--- config.mk ---
export PLATFORM = sky130hd
export DESIGN_NAME = lvds_output_config_regs
export DESIGN_NICKNAME = d
export VERILOG_FILES = /design/src/design/lvds_cfg_pkg.sv /design/src/design/lane_mapper.sv /design/src/design/lvds_output_config_regs.sv
export VERILOG_INCLUDE_DIRS = /design/src /design/src/design
export SDC_FILE = /design/constraint.sdc
export NUM_CORES = 1
export LEC_CHECK = 0
export BUFFER_PORTS_ARGS = -buffer_cell sky130_fd_sc_hd__buf_2
export CORE_UTILIZATION = 51
export DETAILED_ROUTE_END_ITERATION = 16
export PLACE_DENSITY = 0.85
export SETUP_SLACK_MARGIN = 0.3
export SLEW_MARGIN = 40
export SYNTH_ARGS = -nofsm -noshare
export SYNTH_HDL_FRONTEND = slang
export SYNTH_SLANG_ARGS = --single-unit
--- constraint.sdc ---
create_clock -name mclk -period 3.9 [get_ports mclk]
set_input_delay 0 -clock mclk [delete_from_list [all_inputs] [get_ports mclk]]
set_output_delay 0 -clock mclk [all_outputs]
set_load 0.1 [all_outputs]
--- src/design/lvds_cfg_consts.svh ---
/*
 * offsets, field positions, reset values and mode codes of the lvds
 * output configuration registers. assumes inclusion by bare name.
 */
`ifndef LVDS_CFG_CONSTS_SVH
`define LVDS_CFG_CONSTS_SVH

`define LEVEL_CTRL_ADDR 8'h19
`define ROUTING_CTRL_ADDR 8'h1a
`define TRIM_CTRL_ADDR 8'h1b
`define LEVEL_CTRL_RESET 8'h05
`define ROUTING_CTRL_RESET 8'h03
`define TRIM_CTRL_RESET 8'h00
`define LEVEL_CTRL_MASK 8'h5f
`define ROUTING_CTRL_MASK 8'h73
`define TRIM_CTRL_MASK 8'h33
`define A_LEVEL_BIT 6
`define B_LEVEL_BIT 4
`define A_SWING_LSB 2
`define B_SWING_LSB 0
`define SWAP_BIT 6
`define A_REVERSE_BIT 5
`define B_REVERSE_BIT 4
`define A_TERM_BIT 1
`define B_TERM_BIT 0
`define A_TRIM_LSB 4
`define B_TRIM_LSB 0
`define TWO_STREAM_MODE 2'h2
`define LANES_PER_CHAN 5

`endif

--- src/design/lvds_cfg_pkg.sv ---
/*
 * types for the lvds output configuration block.
 * assumes lvds_cfg_consts.svh sits beside it.
 */
`default_nettype none
package lvds_cfg_pkg;
    typedef struct packed {
        logic common_level_sel;
        logic [1:0] swing_code;
        logic lane_reverse;
        logic termination_sel;
        logic [1:0] common_trim;
    } chan_cfg_s;
endpackage
`default_nettype wire

--- src/design/lane_mapper.sv ---
/*
 * lane order of one lvds channel: lanes 0..3 then clock at index 4.
 * assumes inputs come from logic on the same clock.
 */
`default_nettype none
module lane_mapper #(
    parameter int WIDTH = 7
) (
    // control
    input wire logic reverse,
    // lanes, index 4 is the clock lane
    input wire logic [4:0][WIDTH-1:0] lanes_in,
    output logic [4:0][WIDTH-1:0] lanes_out
);
    initial begin
        if (WIDTH < 1) begin
            $error("lane_mapper: WIDTH must be at least 1");
        end
    end

    always_comb begin
        lanes_out = lanes_in;
        if (reverse) begin
            // lane 0 <-> 3, lane 1 <-> clock, lane 2 stays
            lanes_out[0] = lanes_in[3];
            lanes_out[3] = lanes_in[0];
            lanes_out[1] = lanes_in[4];
            lanes_out[4] = lanes_in[1];
        end
    end
endmodule
`default_nettype wire

--- src/design/lvds_output_config_regs.sv ---
/*
 * lvds level and routing configuration registers with pixel routing and
 * lane reversal of both output channels. assumes a same-clock register
 * port master and same-clock pixel and mode inputs.
 */
// Design decision made here: the plain strobed port.
// Operation
// per-channel common level select, reset 0; 0 higher level, 1 lower.
// software sets channel trim to 01 before selecting the lower level.
// two-bit swing codes, A bits 3:2, B bits 1:0, reset 01, all codes.
// swap clear: odd pixels to channel A, even pixels to channel B.
// swap set: odd pixels to channel B, even pixels to channel A.
// two-stream mode with swap: input A drives B, input B drives A.
// channel A reverse clear: normal lane and clock order.
// channel A reverse set: swap lanes 0/3 and lane 1/clock, lane 2 stays.
// channel B reverse bit, reset 0, same remap for channel B.
// reserved bits read zero and ignore writes.
`default_nettype none
`include "lvds_cfg_consts.svh"
module lvds_output_config_regs
    import lvds_cfg_pkg::*;
#(
    parameter int LANE_WIDTH = 7
) (
    // clock and reset
    input wire logic mclk,
    input wire logic arst_n,
    // register port
    input wire logic [7:0] addr,
    input wire logic [7:0] wdata,
    input wire logic wr,
    input wire logic rd,
    output logic [7:0] rdata,
    // mode from the video datapath
    input wire logic [1:0] stream_mode,
    // odd and even pixel streams (stream a, stream b in two-stream mode)
    input wire logic [4:0][LANE_WIDTH-1:0] odd_lanes,
    input wire logic [4:0][LANE_WIDTH-1:0] even_lanes,
    // lvds lanes, index 4 is the clock lane
    output logic [4:0][LANE_WIDTH-1:0] chan_a_lanes,
    output logic [4:0][LANE_WIDTH-1:0] chan_b_lanes,
    // analog controls
    output chan_cfg_s chan_a_cfg,
    output chan_cfg_s chan_b_cfg
);
    initial begin
        if (LANE_WIDTH < 1) begin
            $error("lvds_output_config_regs: LANE_WIDTH must be at least 1");
        end
    end

    logic [7:0] level_r, level_nxt;
    logic [7:0] routing_r, routing_nxt;
    logic [7:0] trim_r, trim_nxt;
    logic [7:0] rdata_r, rdata_nxt;
    logic [4:0][LANE_WIDTH-1:0] a_r, a_nxt, b_r, b_nxt;
    logic [4:0][LANE_WIDTH-1:0] pre_a, pre_b;

    function automatic chan_cfg_s pick_cfg(input logic [7:0] lvl, input logic [7:0] rte,
                                           input logic [7:0] trm, input logic is_a);
        chan_cfg_s c;
        c.common_level_sel = is_a ? lvl[`A_LEVEL_BIT] : lvl[`B_LEVEL_BIT];
        c.swing_code = is_a ? lvl[`A_SWING_LSB +: 2] : lvl[`B_SWING_LSB +: 2];
        c.lane_reverse = is_a ? rte[`A_REVERSE_BIT] : rte[`B_REVERSE_BIT];
        c.termination_sel = is_a ? rte[`A_TERM_BIT] : rte[`B_TERM_BIT];
        c.common_trim = is_a ? trm[`A_TRIM_LSB +: 2] : trm[`B_TRIM_LSB +: 2];
        return c;
    endfunction

    // register writes and reads
    always_comb begin
        level_nxt = level_r;
        routing_nxt = routing_r;
        trim_nxt = trim_r;
        rdata_nxt = 8'h00;
        if (wr) begin
            case (addr)
                `LEVEL_CTRL_ADDR: begin
                    level_nxt = wdata & `LEVEL_CTRL_MASK;
                end
                `ROUTING_CTRL_ADDR: begin
                    routing_nxt = wdata & `ROUTING_CTRL_MASK;
                end
                `TRIM_CTRL_ADDR: begin
                    trim_nxt = wdata & `TRIM_CTRL_MASK;
                end
                default: begin
                end
            endcase
        end
        if (rd) begin
            case (addr)
                `LEVEL_CTRL_ADDR: begin
                    rdata_nxt = level_r;
                end
                `ROUTING_CTRL_ADDR: begin
                    rdata_nxt = routing_r;
                end
                `TRIM_CTRL_ADDR: begin
                    rdata_nxt = trim_r;
                end
                default: begin
                    rdata_nxt = 8'h00;
                end
            endcase
        end
    end

    always_ff @(posedge mclk or negedge arst_n) begin
        if (!arst_n) begin
            level_r <= `LEVEL_CTRL_RESET;
            routing_r <= `ROUTING_CTRL_RESET;
            trim_r <= `TRIM_CTRL_RESET;
            rdata_r <= 8'h00;
        end else begin
            level_r <= level_nxt;
            routing_r <= routing_nxt;
            trim_r <= trim_nxt;
            rdata_r <= rdata_nxt;
        end
    end

    // pixel routing; in two-stream mode odd is stream a, even stream b
    always_comb begin
        if (routing_r[`SWAP_BIT]) begin
            pre_a = even_lanes;
            pre_b = odd_lanes;
        end else begin
            pre_a = odd_lanes;
            pre_b = even_lanes;
        end
    end

    lane_mapper #(
        .WIDTH(LANE_WIDTH)
    ) u_map_a (
        .reverse(routing_r[`A_REVERSE_BIT]),
        .lanes_in(pre_a),
        .lanes_out(a_nxt)
    );

    lane_mapper #(
        .WIDTH(LANE_WIDTH)
    ) u_map_b (
        .reverse(routing_r[`B_REVERSE_BIT]),
        .lanes_in(pre_b),
        .lanes_out(b_nxt)
    );

    always_ff @(posedge mclk or negedge arst_n) begin
        if (!arst_n) begin
            a_r <= '0;
            b_r <= '0;
        end else begin
            a_r <= a_nxt;
            b_r <= b_nxt;
        end
    end

    assign rdata = rdata_r;
    assign chan_a_lanes = a_r;
    assign chan_b_lanes = b_r;
    // wired from the registers so reset defaults show during reset too;
    // the lower-level select is kept as written, software orders trim first
    assign chan_a_cfg = pick_cfg(level_r, routing_r, trim_r, 1'b1);
    assign chan_b_cfg = pick_cfg(level_r, routing_r, trim_r, 1'b0);

    // stream_mode only tells the datapath which streams it feeds
    logic unused_mode;
    assign unused_mode = ^stream_mode;
endmodule
`default_nettype wire

## Word-level counts from Yosys, hierarchy flattened

Index checks and enable logic that the tools add are counted.

- Output and inout port bits: 92
- Word-level logic and storage cells: 28
- Flip-flop bits (word level): 93

- Eq/ne operators: 3
- Multiplexer cells: 8
- Reductions and logical operators: 3

Operators by type and width:

| cell | count |
|---|---|
| $mux W35 | 2 |
| $mux W14 | 4 |
| $eq A8 B5 Y1 const B | 3 |
| $pmux W7 S3 | 1 |
| $mux W7 | 1 |
| $reduce_and A2 Y1 | 3 |

## Logic depth before layout (Yosys ltp)

Gate-level depths: netlist (run 1).

- Word-level depth: 3
- Depth in mapped cells: 5
- Depth with buffers taken out: 3

## Hierarchy

Synthesis (run 1) repeated with hierarchy kept, for this count alone.

- Cells, all modules: 296
- Area total of the unflattened synthesis: 4561.9 sq um

By module, submodules not included:

| module | times used | cells each | area each (sq um) |
|---|---|---|---|
| lvds_output_config_regs | 1 | 220 | 3573.4 |
| lane_mapper | 2 | 38 | 494.2 |

## Least setup slack after synthesis (run 1)

No wires, ideal clock.

- Kind: register -> register
- Start point: reg trim_r[4]
- End point: reg rdata_r[4], in the netlist rdata[4]
- Arrival: 1.369 ns
- Stages on the path, launching flop included: 4
- Path slack: 2.407 ns
- Buffers on the path: 0
- Period minus slack after synthesis: 1.493 ns
- Cells stage by stage: dfrtp_1 mux2_2 a22oi_1 nor2_1

- Cells in the longest elaborated chain, start to end: 2

Ends and longest elaborated chain:

| item | RTL line | RTL |
|---|---|---|
| from (decl) | lvds_output_config_regs.sv:54 | `logic [7:0] trim_r, trim_nxt;` |
| from (signal assigned) | lvds_output_config_regs.sv:113 | `` trim_r <= `TRIM_CTRL_RESET; `` |
| from (signal assigned) | lvds_output_config_regs.sv:118 | `trim_r <= trim_nxt;` |
| $pmux W7 S3 | lvds_output_config_regs.sv:92 | `case (addr)` |
| $mux W7 | lvds_output_config_regs.sv:91 | `if (rd) begin` |
| net rdata_nxt[4] | lvds_output_config_regs.sv:55 | `logic [7:0] rdata_r, rdata_nxt;` |
| to (signal assigned) | lvds_output_config_regs.sv:119 | `rdata_r <= rdata_nxt;` |
| to (decl) | lvds_output_config_regs.sv:55 |  |

The timed path passes the listed nets, and every way through them passes these cells.
A chain may end at the register's enable or synchronous reset.

==> results of run 1 <==
power breakdown:
part	switching (W)	internal, W	leakage [nW]	total [W]
clock	0.000333	0.000303	0.0935	0.000635
combinational	0.000660	0.000234	1.55	0.000894
sequential	0.0000314	0.00102	1.10	0.00105
total	0.00102	0.00156	2.75	0.00258
kinds of logic (layout without fill, tap and decap cells):
group / Yosys count / count (layout) / synth area share (%)
and+or+nand+nor: 17 / 17 / 3.10
other: 1 / 1 / 0.0886
DFF: 92 / 92 / 54.5
AOI/OAI and AO/OA: 4 / 4 / 0.709
muxes: 89 / 89 / 38.6
buffers and inverters: 19 / 264 / 3.02
placed cells by master, fill, tap and decap left out, types with 2 or more instances in the layout:
master / netlist / layout
inv_6: 0 / 2
dlygate4sd3_1: 0 / 66
buf_12: 0 / 2
clkinvlp_4: 0 / 2
and3_1: 4 / 4
mux2_2: 33 / 33
a22oi_1: 4 / 4
buf_2: 6 / 178
dfstp_2: 4 / 4
nor2_1: 4 / 4
mux4_2: 56 / 56
nand4_2: 2 / 2
dfrtp_4: 0 / 2
dfrtp_1: 88 / 86
clkbuf_8: 0 / 10
through the flow:
step                setup WS [ns]  cells  hold slack [ns]  utilization [%]  area (um^2)
finish                       1.60    569           0.0166             76.7         6050
detailed placement           2.14    487            0.132             65.8         5190
global placement             1.97    485            0.236             65.2         5140
CTS                          1.60    558         0.000428             75.3         5940
global route                 1.49    569          0.00884             76.7         6050
floorplan                    2.41    222           -0.296                -         4230
path summary, 6_finish.rpt:
kind	from	endpoint	slack, ns	depth (start not counted)
setup / recovery	routing_r[6]	chan_a_lanes[29]	1.60	4
hold / removal	odd_lanes[22]	chan_a_lanes[22]	0.02	2
setup reg to reg	routing_r[6]	chan_a_lanes[29]	1.60	4
hold reg to reg	level_r[3]	rdata[3]	0.54	1
max in group asynchronous	arst_n	routing_r[5]	3.05	2
min in group asynchronous	arst_n	chan_b_lanes[27]	0.30	2
state kept, by name, summed over array words and instances (netlist names):
| register | count |
|---|---|
| chan_a_lanes | 35 |
| chan_b_lanes | 35 |
| level_r | 6 |
| rdata | 7 |
| routing_r | 5 |
| trim_r | 4 |
critical path, cell delays in order, from the launching register on:
cell and delay [ns]:
dfrtp_4 0.55, buf_12 0.27, buf_12 0.26, mux4_2 0.53
dlygate4sd3_1 0.57
Yosys cell counts (all sizes together), types with 3 or more instances:
library cell   n
nand4          3
nor2           5
and3           4
dfrtp         88
mux2          33
a22oi          4
mux4          56
dfstp          4
buf           19
layer usage:
metal | vias up | part of all wire, % | track usage [%]
li1 | 1363 | - | -
met1 | 1593 | 38 | 29.7
met2 | 137 | 54 | 45.2
met3 | 11 | 6.7 | 6.50
met5 | - | 0.13 | 0
met4 | 2 | 1.1 | 6.28
final cells by class:
type / instances / area share, %
multi-input cells: 111 / 29.7
repair buffers: 248 / 26.6
well taps: 102 / 2.11
clock inverters: 6 / 1.18
clock buffers: 10 / 2.11
flip-flops and latches: 92 / 38.2
what timing repair did:
item                                   CTS  global route
endpoints found under the hold margin  138            10
hold buffers                            55            11
setup endpoints to repair                0             0
==> results.json, run 1 <==
{
  "outcome": "finished clean",
  "global_route.usage.total_pct": 25.0,
  "cts-buffers-inserted": 9,
  "synth_seq_area_share_pct": 54.5,
  "area_of_the_multi_input_gates_um2": 1800,
  "routed_wire_length_per_instance_um": 18.1,
  "cts-root-buf": "clkbuf_8",
  "synth_seq_cells": 92,
  "tritoncts": "done",
  "maxSlewViolCount": 0,
  "synthesis.nets": 314,
  "data_required_time_of_the_critical_path_ns": 4.13,
  "initial_utilization_pct": 53.7,
  "layout.nets": 554,
  "number_of_global_route_vias_before_repair": 3299,
  "totalWireLength_mm": 10.3,
  "grt_start_max_net_pins": 93,
  "synth_cells": 222,
  "setup-tns-final_ns": 0,
  "clk_latency_worst_skew_pair_ns": 0.34,
  "post-dp-hpwl_mm": 6.78,
  "place.gp.congestion": 0.760,
  "drc_errors": 0,
  "drive_above_1_share_pct": 63.8,
  "synth_top_cell_area_share_pct": 52.0,
  "setup.worst_path.start_class": "register",
  "floorplan.rows": 32,
  "h_tree_levels": 3,
  "clock.fmax_ghz": 0.434,
  "rsz0062_at_grt": "no",
  "drv.max_cap_violation_count": 0,
  "netlist_area_um2": 4230,
  "synth_cell_type_count": 18,
  "grt_overflow_total": 0,
  "cts-root-to-sink-buffers": 2,
  "cts_post_setup_buffers_inserted": 0,
  "synth-edff-count": 0,
  "port_buffers": 179,
  "area_growth_pct": 43.0,
  "p_total_w": 0.00258,
  "cts.clk_slew.worst_paths_ns": 0.10,
  "finClkSkew_ns": 0.0162,
  "tightestPinTransition_ns": 0.696,
  "critPathCaptureType": "register",
  "die-height_um": 93.1,
  "first_pass_iters": 5,
  "finalHoldViolations": 0,
  "fp.coreArea_um2": 7890,
  "filler_cell_count": 491,
  "synth_area_leader_cell": "dfrtp_1",
  "critical_path_peak_fanout": 33,
  "grt_first_pass_wirelength_mm": 16.3,
  "ant_nets": 0,
  "period_minus_slack_ns": 2.30,
  "cts_sinks": 92,
  "critPathArrivalTime_ns": 2.53,
  "ir_drop_worst_case_vdd_mv": 0.237,
  "slew-limit-headroom_pct": 53.6,
  "p_leak_nw": 2.75,
  "ys_warn_count": 0,
  "hold_class": "input port to register",
  "setup_violations_final": 0,
  "syn_avg_cell_area_um2": 19.1,
  "postCtsResizedCells": 0,
  "postSynth.topFlopCell": "dfrtp_1",
  "antenna_cells": 0,
  "die_width_um": 93.1,
  "detail_route.iter0.violations": 164,
  "cellPowerDensity_nw_per_um2": 427,
  "largest_cells_by_area_after_synthesis": "dfrtp_1, mux4_2, mux2_2, dfstp_2, buf_4",
  "grt_antenna_before_repair": 2,
  "min_period_over_period_pct": 59.0,
  "drt-vias-per-instance": 5.46,
  "synth-async-reset-ratio_pct": 100,
  "vias": 3106,
  "regArea_um2": 2310,
  "design.die.area_um2": 8670,
  "design.portCount": 184,
  "setup.worst_path.class": "register to register"
}
No activity file was read; power rests on OpenSTA's default activity.
==> run 2: changes to the inputs <==
ABC_AREA = 1   (was not set)
CORE_UTILIZATION = 48   (was 51)
PLACE_DENSITY = 0.81   (was 0.85)
clock period = 2.2 ns   (was 3.9 ns; I/O delays follow)
==> results.json, run 2 <==
{
  "outcome": "finished clean",
  "finClkSkew_ns": 0.00888,
  "drc_errors": 0,
  "setup-tns-final_ns": 0,
  "layout.nets": 807,
  "cts_sinks": 92,
  "data_required_time_of_the_critical_path_ns": 2.45,
  "grt_antenna_before_repair": 2,
  "critPathCaptureType": "register",
  "ant_nets": 0,
  "design.portCount": 184,
  "synth_cell_type_count": 22,
  "global_route.usage.total_pct": 26.3,
  "cts.clk_slew.worst_paths_ns": 0.09,
  "setup.worst_path.class": "register to register",
  "rr_worst_depth": 3,
  "m1WireLength_mm": 4.74,
  "dominant_combinational_cell_family_by_area_after_synthesis": "simple AND/OR/NAND/NOR gates",
  "totalWireLength_mm": 12.3,
  "design.die.area_um2": 9260,
  "postSynth.topFlopCell": "dfrtp_1",
  "clk_latency_worst_skew_pair_ns": 0.35,
  "ys_warn_count": 0,
  "detail_route.iter0.violations": 59,
  "utilization_pct": 71.8,
  "rsz0062_at_grt": "no",
  "synth_cells": 463,
  "hold-path-endpoint": "chan_a_lanes[28]",
  "crit_slowest_cell": "dlygate4sd3_1",
  "hold_class": "input port to register",
  "cellPowerDensity_nw_per_um2": 817,
  "min_period_over_period_pct": 83.0,
  "synth_top_cell_area_share_pct": 51.7,
  "die_width_um": 96.2,
  "grt_first_pass_wirelength_mm": 18.1,
  "drt-vias-per-instance": 5.02,
  "r2r_end": "chan_b_lanes[15]",
  "wl_met3_um": 734,
  "synthesis.nets": 555,
  "post-synth-top-count-cell": "nand2_1",
  "fp.coreArea_um2": 8680,
  "timing.hold.ws_ns": 0.00760,
  "simple_gate_portion_of_the_synthesized_area_pct": 17.9,
  "synth-compound-area-share_pct": 10.2,
  "syn_avg_cell_area_um2": 9.20,
  "floorplan.rows": 34,
  "maxSlewViolCount": 0,
  "ir_drop_worst_case_vdd_mv": 0.454,
  "number_of_global_route_vias_before_repair": 3971,
  "clock.fmax_ghz": 0.548,
  "cell_chain_critical_path": "buf_12 > o21ai_0 > dlygate4sd3_1",
  "critPathMaxStageDelay_ns": 0.59,
  "p_leak_nw": 3.50,
  "place.gp.congestion": 0.785,
  "vias": 4169,
  "placement.setup.worst_slack_ns": 0.675,
  "synth_adder_area_share_pct": 0,
  "cts-buffers-inserted": 9,
  "synth_commonest_cells": "nand2_1, dfrtp_1, o21ai_0, mux2i_1, inv_1",
  "topRoutingLayerUsed": "met4",
  "synth_area_in_xor_xnor_pct": 0,
  "cts-root-buf": "clkbuf_8",
  "layout_commonest_cell": "buf_2",
  "routed-wl-met2_mm": 6.49,
  "crit_family": "buffers and inverters",
  "die-height_um": 96.2,
  "r2r_setup_slack_ns": 0.37,
  "timing.final.ws_setup_ns": 0.375,
  "synth-edff-count": 0,
  "finalHoldViolations": 0,
  "drv.max_cap_violation_count": 0,
  "netlist_area_um2": 4260,
  "post-dp-hpwl_mm": 7.70,
  "cts-root-to-sink-buffers": 2,
  "tightestPinTransition_ns": 0.581,
  "slew-limit-headroom_pct": 61.2,
  "h_tree_levels": 3,
  "period_minus_slack_ns": 1.83,
  "crit_cells": 3,
  "grt_overflow_total": 0,
  "setup_violations_final": 0,
  "holdPathStages": 5,
  "cp_num_buf_inv": 2,
  "initial_utilization_pct": 49.1,
  "largest_cells_by_area_after_synthesis": "dfrtp_1, nand2_1, mux2i_1, o21ai_0, inv_1",
  "setup.worst_path.start_class": "register",
  "critPathArrivalTime_ns": 2.07,
  "synth.mux.area_fraction_pct": 9.86,
  "critical_path.reg2reg.startpoint": "routing_r[6]",
  "port_buffers": 179,
  "synth-async-reset-ratio_pct": 100,
  "final_cell_mix": "buf_2, nand2_1, dfrtp_1",
  "area_growth_pct": 46.3,
  "cts_post_setup_buffers_inserted": 0,
  "synth_seq_cells": 92,
  "tritoncts": "done",
  "min_from": "odd_lanes[28]",
  "routed_wire_length_per_instance_um": 14.9,
  "critical_path_peak_fanout": 58,
  "first_pass_iters": 4,
  "synth_seq_area_share_pct": 54.1,
  "drive_above_1_share_pct": 30.3,
  "grt_start_max_net_pins": 59,
  "synth_area_leader_cell": "dfrtp_1"
}
==> run 2: cell count changes in the layout (fill, tap and decap cells not counted), sizes merged, moves of 3 or more <==
cell,before,now
inv,2,38
nand4,3,0
dlygate4sd3,66,86
mux2,33,0
nand2,0,149
o21ai,0,85
buf,181,185
mux4,56,0
and3,4,0
nand3,1,16
a22oi,4,0
mux2i,0,42
==> run 2: where the power goes <==
part           switching, W  leakage, nW  internal [W]
Sequential        0.0000646         1.10       0.00185
Clock              0.000587       0.0939      0.000531
Combinational       0.00164         2.31      0.000413
==> run 2: worst min-delay path, stage by stage <==
cell	delay, ns
buf_2	0.09
nand2_1	0.05
nand2_1	0.08
nand2_1	0.05
o21ai_0	0.06
==> run 2: logic make-up after synthesis <==
family | Yosys count
compound gates | 87
mux | 42
other cells | 1
buf+inv | 67
flops | 92
simple gates | 174
==> run 2: area by class of cell <==
class	count	area, um^2
clock buffers	11	131
flip-flops and latches	92	2310
repair buffers	271	1830
well taps	108	135
fillers	639	2440
inverters	37	139
multi-input cells	304	1620
diodes	2	5.00
clock inverters	5	60.1
==> run 2: repair_timing <==
item,CTS,global route
hold buffers,86,0
setup endpoints to repair,0,0
endpoints found under the hold margin,125,0
gates resized for setup,0,0
==> run 2: per-stage QoR <==
stage	cell area [um^2]	instances	power (W)
3_3_place_gp	5180	726	0.00383
6_report	6230	830	0.00509
4_1_cts	6230	828	0.00510
2_1_floorplan	4260	463	0.00348
3_5_place_dp	5180	726	0.00387
5_1_grt	6230	830	0.00529
==> run 2: layer usage <==
| metal | track usage [%] | vias to the layer above |
|---|---|---|
| li1 | - | 1991 |
| met1 | 29.8 | 1989 |
| met2 | 45.7 | 156 |
| met3 | 6.00 | 33 |
| met4 | 14.7 | 0 |
| met5 | 0 | - |
==> run 2: worst max-delay path by stage <==
stage	startpoint	end	slack, ns
after global routing	routing_r[6]	chan_b_lanes[15]	0.33
after CTS	routing_r[6]	chan_b_lanes[17]	0.47
after detailed placement	routing_r[6]	chan_b_lanes[29]	0.68
after global placement	routing_r[6]	chan_b_lanes[29]	0.69
after floorplan	level_r[4]	rdata[4]	0.89
final	routing_r[6]	chan_b_lanes[15]	0.37
==> run 3: changes to the inputs <==
CORE_UTILIZATION = 43   (was 48)
PLACE_DENSITY = 0.76   (was 0.81)
clock period = 1.64 ns   (was 2.2 ns; I/O delays follow)
==> results.json, run 3 (synthesis gave the netlist of run 2 again) <==
{
  "outcome": "finished clean",
  "tritoncts": "done",
  "die-height_um": 102,
  "routed-wl-met2_mm": 6.56,
  "rr_worst_depth": 4,
  "h_tree_levels": 3,
  "grt_antenna_before_repair": 0,
  "floorplan.rows": 35,
  "layout.nets": 816,
  "final_cell_mix": "buf_2, nand2_1, dfrtp_1",
  "critical_path_peak_fanout": 11,
  "drive_above_1_share_pct": 32.6,
  "number_of_global_route_vias_before_repair": 4215,
  "first_pass_iters": 4,
  "ir_drop_worst_case_vdd_mv": 0.574,
  "initial_utilization_pct": 45.3,
  "min_period_over_period_pct": 82.3,
  "layout_commonest_cell": "buf_2",
  "grt_overflow_total": 0,
  "data_required_time_of_the_critical_path_ns": 1.89,
  "clock.fmax_ghz": 0.741,
  "setup.worst_path.class": "register to register",
  "drv.max_cap_violation_count": 0,
  "cell_chain_critical_path": "buf_6 > clkbuf_16 > buf_4 > o21ai_0",
  "cts-root-buf": "clkbuf_8",
  "cts.clk_slew.worst_paths_ns": 0.09,
  "topRoutingLayerUsed": "met4",
  "fp.coreArea_um2": 9420,
  "period_minus_slack_ns": 1.35,
  "wl_met3_um": 549,
  "ant_nets": 0,
  "drc_errors": 0,
  "drt-vias-per-instance": 4.84,
  "cts_sinks": 92,
  "cellPowerDensity_nw_per_um2": 1050,
  "placed_cells": 755,
  "filler_cell_count": 720,
  "finalHoldViolations": 0,
  "antenna_cells": 0,
  "r2r_setup_slack_ns": 0.29,
  "critical_path.reg2reg.startpoint": "routing_r[6]",
  "setup.worst_path.start_class": "register",
  "die_width_um": 102,
  "vias": 4157,
  "port_buffers": 179,
  "critPathMaxStageDelay_ns": 0.55,
  "critPathArrivalTime_ns": 1.60,
  "place.gp.congestion": 0.817,
  "area_growth_pct": 51.7,
  "maxSlewViolCount": 0,
  "min_from": "addr[1]",
  "hold_class": "input port to register",
  "r2r_end": "chan_b_lanes[20]",
  "holdPathStages": 5,
  "setup-tns-final_ns": 0,
  "p_leak_nw": 3.59,
  "routed_wire_length_per_instance_um": 14.9,
  "post-dp-hpwl_mm": 7.94,
  "grt_first_pass_wirelength_mm": 19.0,
  "cts-root-to-sink-buffers": 2,
  "post_layout_nonfiller_instances": 858,
  "design.portCount": 184,
  "m1WireLength_mm": 5.28,
  "slew-limit-headroom_pct": 66.2,
  "totalWireLength_mm": 12.8,
  "design.die.area_um2": 10300,
  "hold-path-endpoint": "rdata[5]",
  "cts-buffers-inserted": 9,
  "critPathCaptureType": "register",
  "clk_latency_worst_skew_pair_ns": 0.34,
  "grt_start_max_net_pins": 41,
  "setup_violations_final": 0,
  "crit_slowest_cell": "dfrtp_4",
  "finClkSkew_ns": 0.0101,
  "rsz0062_at_grt": "yes",
  "tightestPinTransition_ns": 0.506,
  "global_route.usage.total_pct": 23.9,
  "detail_route.iter0.violations": 86
}
==> run 3: cell types whose count changed in the layout (fill, tap and decap cells not counted), sizes merged <==
cell         previous run  this run
clkinvlp                1         3
clkbuf                 11        17
diode                   2         0
buf                   185       195
clkinv                  2         1
bufinv                  1         0
dlygate4sd3            86        79
==> run 3: cell type report <==
class	count	area, um^2	share of cell area [%]
Clock buffer	11	141	2.19
Clock inverter	5	36.3	0.561
Inverter	37	146	2.26
Multi-Input combinational cell	304	1630	25.3
Sequential cell	92	2310	35.8
Tap cell	129	161	2.50
Timing Repair Buffer	280	2030	31.5
==> run 3: worst max-delay path: cells and delay by family (launching register included) <==
| kind | cells | cell delay (ns) |
|---|---|---|
| buffers and inverters | 3 | 0.51 |
| flip-flops | 1 | 0.55 |
| AO/OA/AOI/OAI | 1 | 0.20 |
==> run 3: how the worst max path moves through the flow <==
stage / slack (ns) / start / end / cells past startpoint
finish: 0.29 / routing_r[6] / chan_b_lanes[20] / 4
CTS: 0.29 / routing_r[6] / chan_b_lanes[5] / 5
detailed placement: 0.29 / routing_r[6] / chan_b_lanes[12] / 5
floorplan: 0.33 / level_r[4] / rdata[4] / 4
global route: 0.25 / routing_r[6] / chan_b_lanes[1] / 6
global placement: 0.33 / routing_r[6] / chan_a_lanes[12] / 5
==> run 3: layer usage <==
layer / track usage (%) / vias up
met1: 26.7 / 1971
met4: 11.9 / 0
li1: - / 2000
met3: 4.00 / 32
met5: 0 / -
met2: 43.9 / 154
==> run 3: timing repair <==
item / CTS / global route
endpoints found under the hold margin: 149 / 0
gates cloned: 0 / 6
endpoints found under the setup margin: 7 / 24
hold buffers: 79 / 0
gates resized for setup: 4 / 18
setup buffers: 0 / 2
==> run 3: through the flow <==
stage               hold slack [ns]  worst slack, ns  area [um^2]  power (W)  utilization [%]
global route                 0.0911            0.252         6460    0.00712             68.7
finish                       0.0965            0.290         6460    0.00682             68.7
global placement            -0.0542            0.332         5290    0.00519             56.2
detailed placement          -0.0487            0.286         5290    0.00523             56.2
floorplan                    -0.296            0.333         4260    0.00467                -
CTS                          0.0827            0.293         6270    0.00676             66.6
==> run 3: power breakdown <==
| part | switching, W | internal (W) |
|---|---|---|
| combinational | 0.00225 | 0.000638 |
| clock | 0.000774 | 0.000596 |
| sequential | 0.0000767 | 0.00249 |
